==> config.mk <==
export PLATFORM = sky130hd
export DESIGN_NAME = spec_top
export DESIGN_NICKNAME = d
export VERILOG_FILES = /design/src/spec_pkg.sv /design/src/spec_top.sv
export SDC_FILE = /design/constraint.sdc
export NUM_CORES = 1
export LEC_CHECK = 0
export BUFFER_PORTS_ARGS = -buffer_cell sky130_fd_sc_hd__buf_2
export CAP_MARGIN = 20
export CORE_MARGIN = 2
export CORE_UTILIZATION = 55
export CTS_CLUSTER_SIZE = 14
export DETAILED_ROUTE_END_ITERATION = 8
export GPL_ROUTABILITY_DRIVEN = 0
export GPL_TIMING_DRIVEN = 0
export PLACE_DENSITY = 0.72
export RECOVER_POWER = 50
export SLEW_MARGIN = 10
export SYNTH_ARGS = -nofsm -noshare
export SYNTH_HDL_FRONTEND = slang
export SYNTH_SLANG_ARGS = --single-unit
==> constraint.sdc <==
create_clock -name pclk -period 8.8 [get_ports pclk]
set_clock_uncertainty 0.1 [all_clocks]
set_input_delay 1.32 -clock pclk [delete_from_list [all_inputs] [get_ports pclk]]
set_output_delay 1.32 -clock pclk [all_outputs]
set_load 0.01 [all_outputs]
==> src/spec_pkg.sv <==
// Package for the security command interpreter: offsets, fields, codes and types
package spec_pkg;

	// ------------------------------------------------------------
	// Register byte offsets on APB
	// ------------------------------------------------------------
	localparam logic [7:0] OFF_ERROR    = 8'h00;
	localparam logic [7:0] OFF_SECCNT   = 8'h04;
	localparam logic [7:0] OFF_SECNUM   = 8'h08;
	localparam logic [7:0] OFF_CYLLO    = 8'h0C;
	localparam logic [7:0] OFF_CYLHI    = 8'h10;
	localparam logic [7:0] OFF_DEVHEAD  = 8'h14;
	localparam logic [7:0] OFF_STATUS   = 8'h18;
	localparam logic [7:0] OFF_COMMAND  = 8'h1C;
	localparam logic [7:0] OFF_FEATURE  = 8'h20;
	localparam logic [7:0] OFF_DATA     = 8'h24;
	localparam logic [7:0] OFF_CONFIG   = 8'h28;
	localparam logic [7:0] OFF_SECSTATE = 8'h2C;
	localparam logic [7:0] OFF_USER_PW  = 8'h30;
	localparam logic [7:0] OFF_MASTER_PW = 8'h34;
	localparam logic [7:0] OFF_IRQ_STAT = 8'h38;
	localparam logic [7:0] OFF_IRQ_MASK = 8'h3C;

	// ------------------------------------------------------------
	// Field positions
	// ------------------------------------------------------------
	localparam int BIT_BUSY  = 7;
	localparam int BIT_READY = 6;
	localparam int BIT_FAULT = 5;
	localparam int BIT_XFER_REQ = 3;
	localparam int BIT_ERR   = 0;
	localparam int BIT_ABORT = 2;
	localparam int BIT_DEV   = 4;
	localparam int BIT_PW_ID = 0;
	localparam int BIT_EMODE = 1;
	localparam int PW_IDX_LSB = 16;
	localparam int IRQ_DONE  = 0;
	localparam int IRQ_ERROR = 1;
	localparam int IRQ_W     = 2;

	// ------------------------------------------------------------
	// Command codes and block layout
	// ------------------------------------------------------------
	localparam logic [7:0] CMD_DISABLE_PW = 8'hF6;
	localparam logic [7:0] CMD_ERASE_ARM  = 8'hF3;
	localparam logic [7:0] CMD_ERASE_UNIT = 8'hF4;
	localparam int BLOCK_WORDS = 256;
	localparam int PW_FIRST    = 1;
	localparam int PW_LAST     = 16;
	localparam int PW_WORDS    = 16;

	// ------------------------------------------------------------
	// Reset values
	// ------------------------------------------------------------
	localparam logic [7:0]  RST_BYTE   = 8'h00;
	localparam logic [31:0] RST_WORD   = 32'h0000_0000;
	localparam logic [15:0] RST_PW     = 16'h0000;
	localparam logic [8:0]  RST_WCNT   = 9'h000;

	// ------------------------------------------------------------
	// Types
	// ------------------------------------------------------------
	typedef enum logic [1:0] {
		ST_IDLE = 2'b00,
		ST_DATA = 2'b01,
		ST_EXEC = 2'b10
	} spec_state_t;

	// Software-owned environment bits
	typedef struct packed {
		logic overwrite_fail;
		logic dev_fault;
		logic frozen;
		logic dev_id;
		logic supported;
	} spec_cfg_t;

	// Completion byte as the host sees it
	typedef struct packed {
		logic busy;
		logic ready;
		logic fault;
		logic rsv4;
		logic xfer_req;
		logic rsv2;
		logic rsv1;
		logic err;
	} spec_status_t;

endpackage

==> src/spec_top.sv <==
// Security password and erase command interpreter with APB register access
//
// Our own choices: register access over APB and the address map.
`timescale 1ns/1ps
module spec_top (
	input  wire logic        pclk,
	input  wire logic        presetn,
	input  wire logic        psel,
	input  wire logic        penable,
	input  wire logic        pwrite,
	input  wire logic [7:0]  paddr,
	input  wire logic [31:0] pwdata,
	output logic [31:0]      prdata,
	output logic             pready,
	output logic             pslverr,
	output logic             irq
);

	// ------------------------------------------------------------
	// Bus decode
	// ------------------------------------------------------------
	logic wr_en;
	logic rd_en;
	logic mapped;

	// Zero-wait slave, so every access ends in its first access cycle
	assign pready = 1'b1;
	assign wr_en  = psel && penable && pwrite;
	assign rd_en  = psel && penable && !pwrite;

	function automatic logic is_mapped(input logic [7:0] a);
		is_mapped = (a[1:0] == 2'b00) && (a <= spec_pkg::OFF_IRQ_MASK);
	endfunction

	assign mapped  = is_mapped(paddr);
	assign pslverr = psel && penable && !mapped;

	function automatic logic wr_at(input logic en, input logic [7:0] a,
			input logic [7:0] off);
		wr_at = en && (a == off);
	endfunction

	// ------------------------------------------------------------
	// State declarations
	// ------------------------------------------------------------
	localparam logic [7:0] RST_CMD_NONE = spec_pkg::RST_BYTE;
	spec_pkg::spec_state_t state_q;
	spec_pkg::spec_cfg_t   cfg_q;
	logic [7:0]  sec_cnt_q;
	logic [7:0]  sec_num_q;
	logic [7:0]  cyl_lo_q;
	logic [7:0]  cyl_hi_q;
	logic [7:0]  devhead_q;
	logic [7:0]  feature_q;
	logic [7:0]  cmd_q;
	logic        abort_q;
	logic        abort_now;
	logic        fault_q;
	logic        busy_q;
	logic        xfer_req_q;
	logic        armed_q;
	logic        lock_en_q;
	logic        locked_q;
	logic        master_set_q;
	logic        emode_q;
	logic        emode_last_q;
	logic        pw_id_q;
	logic        miss_user_q;
	logic        miss_master_q;
	logic [8:0]  wcnt_q;
	logic [15:0] user_pw_q [spec_pkg::PW_WORDS];
	logic [15:0] master_pw_q [spec_pkg::PW_WORDS];
	logic [spec_pkg::IRQ_W-1:0] irq_stat_q;
	logic [spec_pkg::IRQ_W-1:0] irq_mask_q;
	logic [spec_pkg::IRQ_W-1:0] irq_set;
	logic        done_pulse;
	logic        cmd_wr;
	logic        accept;
	logic        data_wr;
	logic        last_word;
	logic        pw_word;
	logic [3:0]  pw_idx;
	logic        match;
	logic        exec_fail;

	// ------------------------------------------------------------
	// Command acceptance
	// ------------------------------------------------------------
	// Commands for the other device, or while busy or in data, are dropped
	assign cmd_wr = wr_at(wr_en, paddr, spec_pkg::OFF_COMMAND);
	assign accept = cmd_wr && (state_q == spec_pkg::ST_IDLE)
		&& (devhead_q[spec_pkg::BIT_DEV] == cfg_q.dev_id);

	// Early abort decided from the code, the supported bit and security state alone
	always_comb begin
		abort_now = 1'b0;
		if (!cfg_q.supported) begin
			abort_now = 1'b1;
		end else begin
			unique case (pwdata[7:0])
				spec_pkg::CMD_DISABLE_PW: abort_now = locked_q || cfg_q.frozen;
				spec_pkg::CMD_ERASE_ARM:  abort_now = cfg_q.frozen;
				spec_pkg::CMD_ERASE_UNIT: abort_now = cfg_q.frozen || !armed_q;
				default:                  abort_now = 1'b1;
			endcase
		end
	end

	// ------------------------------------------------------------
	// Data phase helpers
	// ------------------------------------------------------------
	assign data_wr   = wr_at(wr_en, paddr, spec_pkg::OFF_DATA) && (state_q == spec_pkg::ST_DATA);
	assign last_word = (wcnt_q == 9'(spec_pkg::BLOCK_WORDS - 1));
	assign pw_word   = (wcnt_q >= 9'(spec_pkg::PW_FIRST)) && (wcnt_q <= 9'(spec_pkg::PW_LAST));
	assign pw_idx    = 4'(wcnt_q - 9'(spec_pkg::PW_FIRST));
	assign match     = pw_id_q ? !miss_master_q : !miss_user_q;

	// Outcome at execution end
	always_comb begin
		exec_fail = 1'b0;
		if (cmd_q == spec_pkg::CMD_DISABLE_PW) begin
			exec_fail = !match;
		end else if (cmd_q == spec_pkg::CMD_ERASE_UNIT) begin
			exec_fail = !match || cfg_q.overwrite_fail;
		end
	end

	// ------------------------------------------------------------
	// Sequencer
	// ------------------------------------------------------------
	// Data commands ask for exactly one sector, prepare skips the data phase
	always_ff @(posedge pclk or negedge presetn) begin
		if (!presetn) begin
			state_q <= spec_pkg::ST_IDLE;
			wcnt_q  <= spec_pkg::RST_WCNT;
		end else begin
			unique case (state_q)
				spec_pkg::ST_IDLE: begin
					wcnt_q <= spec_pkg::RST_WCNT;
					if (accept && !abort_now && pwdata[7:0] != spec_pkg::CMD_ERASE_ARM) begin
						state_q <= spec_pkg::ST_DATA;
					end else if (accept) begin
						state_q <= spec_pkg::ST_EXEC;
					end
				end
				spec_pkg::ST_DATA: begin
					if (data_wr) begin
						wcnt_q <= wcnt_q + 9'h001;
						if (last_word) begin
							state_q <= spec_pkg::ST_EXEC;
						end
					end
				end
				spec_pkg::ST_EXEC: begin
					state_q <= spec_pkg::ST_IDLE;
				end
				default: begin
					state_q <= spec_pkg::ST_IDLE;
				end
			endcase
		end
	end

	// Busy and transfer request as the host reads them
	always_ff @(posedge pclk or negedge presetn) begin
		if (!presetn) begin
			busy_q     <= 1'b0;
			xfer_req_q <= 1'b0;
		end else begin
			busy_q     <= 1'b0;
			xfer_req_q <= 1'b0;
			if (accept) begin
				busy_q <= 1'b1;
			end else if (state_q == spec_pkg::ST_IDLE && cmd_q != RST_CMD_NONE) begin
				busy_q <= 1'b0;
			end
			if (state_q == spec_pkg::ST_IDLE && accept && !abort_now
					&& pwdata[7:0] != spec_pkg::CMD_ERASE_ARM) begin
				xfer_req_q <= 1'b1;
			end else if (state_q == spec_pkg::ST_DATA && !(data_wr && last_word)) begin
				xfer_req_q <= 1'b1;
			end
			if (state_q == spec_pkg::ST_DATA) begin
				busy_q <= data_wr && last_word;
			end
		end
	end

	// ------------------------------------------------------------
	// Password block capture
	// ------------------------------------------------------------
	// Comparing on the fly avoids buffering the whole sector
	always_ff @(posedge pclk or negedge presetn) begin
		if (!presetn) begin
			pw_id_q       <= 1'b0;
			emode_q       <= 1'b0;
			miss_user_q   <= 1'b0;
			miss_master_q <= 1'b0;
		end else if (accept) begin
			miss_user_q   <= 1'b0;
			miss_master_q <= 1'b0;
		end else if (data_wr) begin
			if (wcnt_q == spec_pkg::RST_WCNT) begin
				pw_id_q <= pwdata[spec_pkg::BIT_PW_ID];
				emode_q <= pwdata[spec_pkg::BIT_EMODE];
			end else if (pw_word) begin
				if (pwdata[15:0] != user_pw_q[pw_idx]) begin
					miss_user_q <= 1'b1;
				end
				if (pwdata[15:0] != master_pw_q[pw_idx]) begin
					miss_master_q <= 1'b1;
				end
			end
		end
	end

	// ------------------------------------------------------------
	// Stored passwords
	// ------------------------------------------------------------
	// Software loads them word by word; no command ever writes master
	always_ff @(posedge pclk or negedge presetn) begin
		if (!presetn) begin
			for (int i = 0; i < spec_pkg::PW_WORDS; i++) begin
				user_pw_q[i]   <= spec_pkg::RST_PW;
				master_pw_q[i] <= spec_pkg::RST_PW;
			end
		end else begin
			if (wr_at(wr_en, paddr, spec_pkg::OFF_USER_PW)) begin
				user_pw_q[pwdata[spec_pkg::PW_IDX_LSB+:4]] <= pwdata[15:0];
			end
			if (wr_at(wr_en, paddr, spec_pkg::OFF_MASTER_PW)) begin
				master_pw_q[pwdata[spec_pkg::PW_IDX_LSB+:4]] <= pwdata[15:0];
			end
		end
	end

	// ------------------------------------------------------------
	// Security state
	// ------------------------------------------------------------
	// Lock function, locked mode, erase arming and last erase mode
	always_ff @(posedge pclk or negedge presetn) begin
		if (!presetn) begin
			lock_en_q    <= 1'b0;
			locked_q     <= 1'b0;
			master_set_q <= 1'b0;
			armed_q      <= 1'b0;
			emode_last_q <= 1'b0;
		end else begin
			if (wr_at(wr_en, paddr, spec_pkg::OFF_USER_PW)) begin
				lock_en_q <= 1'b1;
			end
			if (wr_at(wr_en, paddr, spec_pkg::OFF_MASTER_PW)) begin
				master_set_q <= 1'b1;
			end
			// Software may lock only while a user password is active
			if (wr_at(wr_en, paddr, spec_pkg::OFF_SECSTATE) && lock_en_q) begin
				locked_q <= pwdata[1];
			end
			if (accept) begin
				armed_q <= (pwdata[7:0] == spec_pkg::CMD_ERASE_ARM) && !abort_now;
			end
			if (state_q == spec_pkg::ST_EXEC && !abort_q && !exec_fail) begin
				if (cmd_q == spec_pkg::CMD_DISABLE_PW) begin
					lock_en_q <= 1'b0;
				end
				if (cmd_q == spec_pkg::CMD_ERASE_UNIT) begin
					lock_en_q    <= 1'b0;
					locked_q     <= 1'b0;
					emode_last_q <= emode_q;
				end
			end
		end
	end

	// ------------------------------------------------------------
	// Completion flags
	// ------------------------------------------------------------
	// Abort takes the early abort decision when a command is taken and is set at its end on failure
	always_ff @(posedge pclk or negedge presetn) begin
		if (!presetn) begin
			cmd_q   <= RST_CMD_NONE;
			abort_q <= 1'b0;
			fault_q <= 1'b0;
		end else begin
			if (accept) begin
				cmd_q   <= pwdata[7:0];
				abort_q <= abort_now;
				fault_q <= 1'b0;
			end else if (state_q == spec_pkg::ST_EXEC) begin
				if (exec_fail || abort_q) begin
					abort_q <= 1'b1;
					fault_q <= cfg_q.dev_fault;
				end else begin
					fault_q <= 1'b0;
				end
			end
		end
	end

	assign done_pulse = (state_q == spec_pkg::ST_EXEC);

	// ------------------------------------------------------------
	// Task-file and configuration registers
	// ------------------------------------------------------------
	// These bytes are stored for the host; only the device bit of devhead_q and the configuration steer anything here
	always_ff @(posedge pclk or negedge presetn) begin
		if (!presetn) begin
			sec_cnt_q <= spec_pkg::RST_BYTE;
			sec_num_q <= spec_pkg::RST_BYTE;
			cyl_lo_q  <= spec_pkg::RST_BYTE;
			cyl_hi_q  <= spec_pkg::RST_BYTE;
			devhead_q <= spec_pkg::RST_BYTE;
			feature_q <= spec_pkg::RST_BYTE;
			cfg_q     <= '0;
		end else begin
			if (wr_at(wr_en, paddr, spec_pkg::OFF_SECCNT))  sec_cnt_q <= pwdata[7:0];
			if (wr_at(wr_en, paddr, spec_pkg::OFF_SECNUM))  sec_num_q <= pwdata[7:0];
			if (wr_at(wr_en, paddr, spec_pkg::OFF_CYLLO))   cyl_lo_q  <= pwdata[7:0];
			if (wr_at(wr_en, paddr, spec_pkg::OFF_CYLHI))   cyl_hi_q  <= pwdata[7:0];
			if (wr_at(wr_en, paddr, spec_pkg::OFF_DEVHEAD)) devhead_q <= pwdata[7:0];
			if (wr_at(wr_en, paddr, spec_pkg::OFF_FEATURE)) feature_q <= pwdata[7:0];
			if (wr_at(wr_en, paddr, spec_pkg::OFF_CONFIG)) begin
				cfg_q <= spec_pkg::spec_cfg_t'(pwdata[4:0]);
			end
		end
	end

	// ------------------------------------------------------------
	// Interrupts
	// ------------------------------------------------------------
	// Set wins over the read that clears, so no completion is lost
	assign irq_set = {done_pulse && (exec_fail || abort_q), done_pulse};

	always_ff @(posedge pclk or negedge presetn) begin
		if (!presetn) begin
			irq_stat_q <= '0;
			irq_mask_q <= '0;
			irq        <= 1'b0;
		end else begin
			if (wr_at(wr_en, paddr, spec_pkg::OFF_IRQ_MASK)) begin
				irq_mask_q <= pwdata[spec_pkg::IRQ_W-1:0];
			end
			if (rd_en && paddr == spec_pkg::OFF_IRQ_STAT) begin
				// Only reported bits clear; an event at the setup edge survives
				irq_stat_q <= (irq_stat_q & ~prdata[spec_pkg::IRQ_W-1:0]) | irq_set;
			end else begin
				irq_stat_q <= irq_stat_q | irq_set;
			end
			irq <= |(irq_stat_q & irq_mask_q);
		end
	end

	// ------------------------------------------------------------
	// Read path
	// ------------------------------------------------------------
	spec_pkg::spec_status_t stat;
	logic [7:0] err_byte;

	// Error bit mirrors any set error-register bit
	always_comb begin
		err_byte = spec_pkg::RST_BYTE;
		err_byte[spec_pkg::BIT_ABORT] = abort_q && !busy_q;
		stat = '0;
		stat.busy     = busy_q;
		stat.ready    = !busy_q;
		stat.fault    = fault_q && !busy_q;
		stat.xfer_req = xfer_req_q;
		stat.err   = |err_byte;
	end

	always_ff @(posedge pclk or negedge presetn) begin
		if (!presetn) begin
			prdata <= spec_pkg::RST_WORD;
		end else if (psel && !penable && !pwrite) begin
			unique case (paddr)
				spec_pkg::OFF_ERROR:    prdata <= {24'h00_0000, err_byte};
				spec_pkg::OFF_SECCNT:   prdata <= {24'h00_0000, sec_cnt_q};
				spec_pkg::OFF_SECNUM:   prdata <= {24'h00_0000, sec_num_q};
				spec_pkg::OFF_CYLLO:    prdata <= {24'h00_0000, cyl_lo_q};
				spec_pkg::OFF_CYLHI:    prdata <= {24'h00_0000, cyl_hi_q};
				spec_pkg::OFF_DEVHEAD:  prdata <= {24'h00_0000, devhead_q};
				spec_pkg::OFF_STATUS:   prdata <= {24'h00_0000, stat};
				spec_pkg::OFF_CONFIG:   prdata <= {27'h000_0000, cfg_q};
				spec_pkg::OFF_SECSTATE: prdata <= {26'h000_0000, emode_last_q, armed_q,
					master_set_q, cfg_q.frozen, locked_q, lock_en_q};
				spec_pkg::OFF_IRQ_STAT: prdata <= {30'h0000_0000, irq_stat_q};
				spec_pkg::OFF_IRQ_MASK: prdata <= {30'h0000_0000, irq_mask_q};
				default:                prdata <= spec_pkg::RST_WORD;
			endcase
		end
	end

endmodule // spec_top

==> flow_summary.toml <==
[min_path]
min_path_type = "register to register"

[place]
hpwl_mm = 53.4
port-buffer-count = 29
dpl_cell_area_sq_um = 29400
pre_cts_slack_ns = 3.26

[setup_path]
crit_required_ns = 9.39
cpPeakStageDelay_ns = 3.42
critPathBufInv = 4
crit_slowest_cell = "clkbuf_1"
path_delay_family = "buffers and inverters"
crit_path_cell_trace = "clkbuf_1 -> buf_16 -> buf_16 -> buf_16"
crit_path_frequent_cell = "buf_16"
path_class = "input port to asynchronous set/reset pin"
cp_max_fo = 115
cp-start-kind = "input port"
arrival_ns = 6.32
end_kind = "asynchronous set/reset pin"

[power_and_ir_drop]
p_clk_share_pct = 47.1
netSwitchingPower_uw = 1300
comb_power_share_pct = 3.6
p_leak_uw = 0.0154
cellInternalPower_uw = 4370
p_sw_share_pct = 22.9
ir_drop_v = 0.000165
sequentialPowerShare_pct = 49.3
p_per_area_nw_per_um2 = 180

[logic_synthesis]
post-synth-top-count-cell = "dfrtp_1"
ys.flop_type = "dfrtp_1"
synth.top_cell.area_share_pct = 53.7
synthesis.area_sq_um = 28100
ys_ff_latch = 602
ys_types = 57
avgSynthCellArea_sq_um = 14.9
synth_commonest_cells = "dfrtp_1 (602), mux2_2 (547), mux4_2 (128)"
syn_inst = 1889
async_reset_ff_share_pct = 100
yosys.area.top_type = "dfrtp_1"
yosysWarnings = 0
synth_seq_area_share_pct = 53.7
synth-edff-count = 0
synth_area_leaders = "dfrtp_1 (54%), mux2_2 (22%), mux4_2 (10%)"

[final_layout]
fill_cells = 3778
fin_nets = 2072
finalCoreUtilization_pct = 62.5
final_area_sq_um = 31400
drive_gt1_share_pct = 43.4
area_delta_synth_final_pct = 11.9

[global_routing]
grt_max_degree = 116
grt_usage_pct = 30.2
grt_pass1_vias = 17883
grt_overflow = 0
grt_first_pass_wirelength_mm = 116
antenna_found_initial = 3

[clock_tree]
cts_buffers = 66
cts_setup_buffers = 0
postCtsHoldBufs = 0
clock-root-buffer = "clkbuf_16"
clock_sinks = 602
cts.clk_slew.worst_paths_ns = 0.06
cts_resized = 0
cts_max_level = 3
cts_tree = "yes"
max-clock-path-buffers = 3
clock_latency_ns = 0.62

[run_status]
violations = "max-capacitance violations, max-slew violations"
status = "complete, but fails checks"

[timing]
fin_crit_ns = 5.72
slew-limit-headroom_pct = -232
finalCritPeriodShare_pct = 65.1
layout_setup_ws_ns = 3.08
hold_viol = 0
setup_viol_count_final = 0
maxSlewViolCount = 84
max_freq_mhz = 175
rsz0062_at_grt = "false"
worst_pin_slew_ns = 4.98

[routing]
via_per_inst = 6.26
first_iter_violations = 1514
drc_errors = 0
ant_nets = 0
vias = 17148
wire_per_inst_microns = 28.5
drt-pass1-iter-count = 6
drt_wl_total_mm = 78.2

[floorplan]
ioPinCount = 80
row_count = 82
start_util_pct = 55.8
die_area_sq_um = 52900
fp.dieH_microns = 230
die_w_microns = 230
core-area_sq_um = 50300

[flow_run]
drv_cap = 1
## layer usage
metal	vias to the layer above	track usage (%)	routed length (microns)
met4	4	12.7	3830
met1	9150	40.5	32100
met3	223	5.43	4650
met5	-	0	22
met2	645	49.1	37600
li1	7126	-	-
## worst paths after layout
| path | slack, ns | cells past startpoint | startpoint | endpoint |
|---|---|---|---|---|
| worst max register to register | 3.14 | 15 | wcnt_q[0]$_DFFE_PN0P_ | miss_master_q$_DFFE_PN0P_ |
| min in group asynchronous | 2.43 | 1 | presetn | wcnt_q[7]$_DFFE_PN0P_ |
| max in group pclk | 3.14 | 15 | wcnt_q[0]$_DFFE_PN0P_ | miss_master_q$_DFFE_PN0P_ |
| worst min-delay path | 0.38 | 2 | cmd_q[2]$_DFFE_PN0N_ | cmd_q[2]$_DFFE_PN0N_ |
| worst min register to register | 0.38 | 2 | cmd_q[2]$_DFFE_PN0N_ | cmd_q[2]$_DFFE_PN0N_ |
| worst max-delay path | 3.08 | 4 | presetn | master_pw_q[222]$_DFFE_PN0P_ |
## registers in the layout, indices dropped and copies added (netlist names), 2 cells and up
register / flops
prdata: 8
sec_cnt_q: 8
wcnt_q: 9
cfg_q: 5
irq_mask_q: 2
user_pw_q: 256
devhead_q: 8
cyl_hi_q: 8
sec_num_q: 8
cyl_lo_q: 8
state_q: 2
master_pw_q: 256
irq_stat_q: 2
cmd_q: 8
## power groups by stage
| stage | sequential [uW] | clock (uW) | combinational (uW) |
|---|---|---|---|
| 3_5_place_dp | 2840 | 0 | 205 |
| 4_1_cts | 2790 | 2690 | 206 |
| 6_report | 2790 | 2670 | 203 |
| 5_1_grt | 2790 | 2810 | 223 |
| 2_1_floorplan | 2840 | 0 | 74.6 |
| 3_3_place_gp | 2840 | 0 | 190 |
## worst min-delay path, delay by kind of cell (launching register included)
kind | cells | cell delay [ns]
DFF | 1 | 0.33
and+or+nand+nor | 2 | 0.11
## stage by stage
stage,cells,total power [uW],hold slack [ns],TNS (ns)
detailed placement,2625,3050,0.371,0
CTS,2739,5680,0.387,0
global route,2740,5820,0.400,0
finish,2741,5660,0.380,0
global placement,2613,3030,0.354,-3296.31
floorplan,1912,2920,0.334,0
## placed cells by master (no fill, tap or decap), drive strengths merged, types with 11 or more instances in the layout
master	count
a21oi	12
clkbuf	212
buf	114
xor2	38
conb	25
mux4	128
nand2	59
nor3	11
mux2	562
or3	14
mux2i	101
nor2	58
dfrtp	602
## cells by family (layout without fill, tap and decap cells)
kind of cell | count (synthesis) | in the layout | synth area share (%)
flops | 602 | 602 | 53.7
fa+ha+maj | 5 | 5 | 0.223
simple gates | 199 | 199 | 3.49
compound gates | 60 | 60 | 1.57
other cells | 2 | 26 | 0.0268
mux | 791 | 791 | 36.4
xor+xnor | 39 | 39 | 1.27
buf+inv | 191 | 347 | 3.35
## layout make-up
type	count	area [sq um]	area share (%)
Clock inverter	15	138	0.438
Multi-Input combinational cell	1119	12100	38.6
Sequential cell	602	15100	47.9
Timing Repair Buffer	42	383	1.22
Tap cell	672	841	2.68
Buffer	185	915	2.91
Clock buffer	99	1920	6.10
Inverter	6	22.5	0.0717
Antenna cell	1	2.50	0.00796
(Power assumes the default switching activity.)
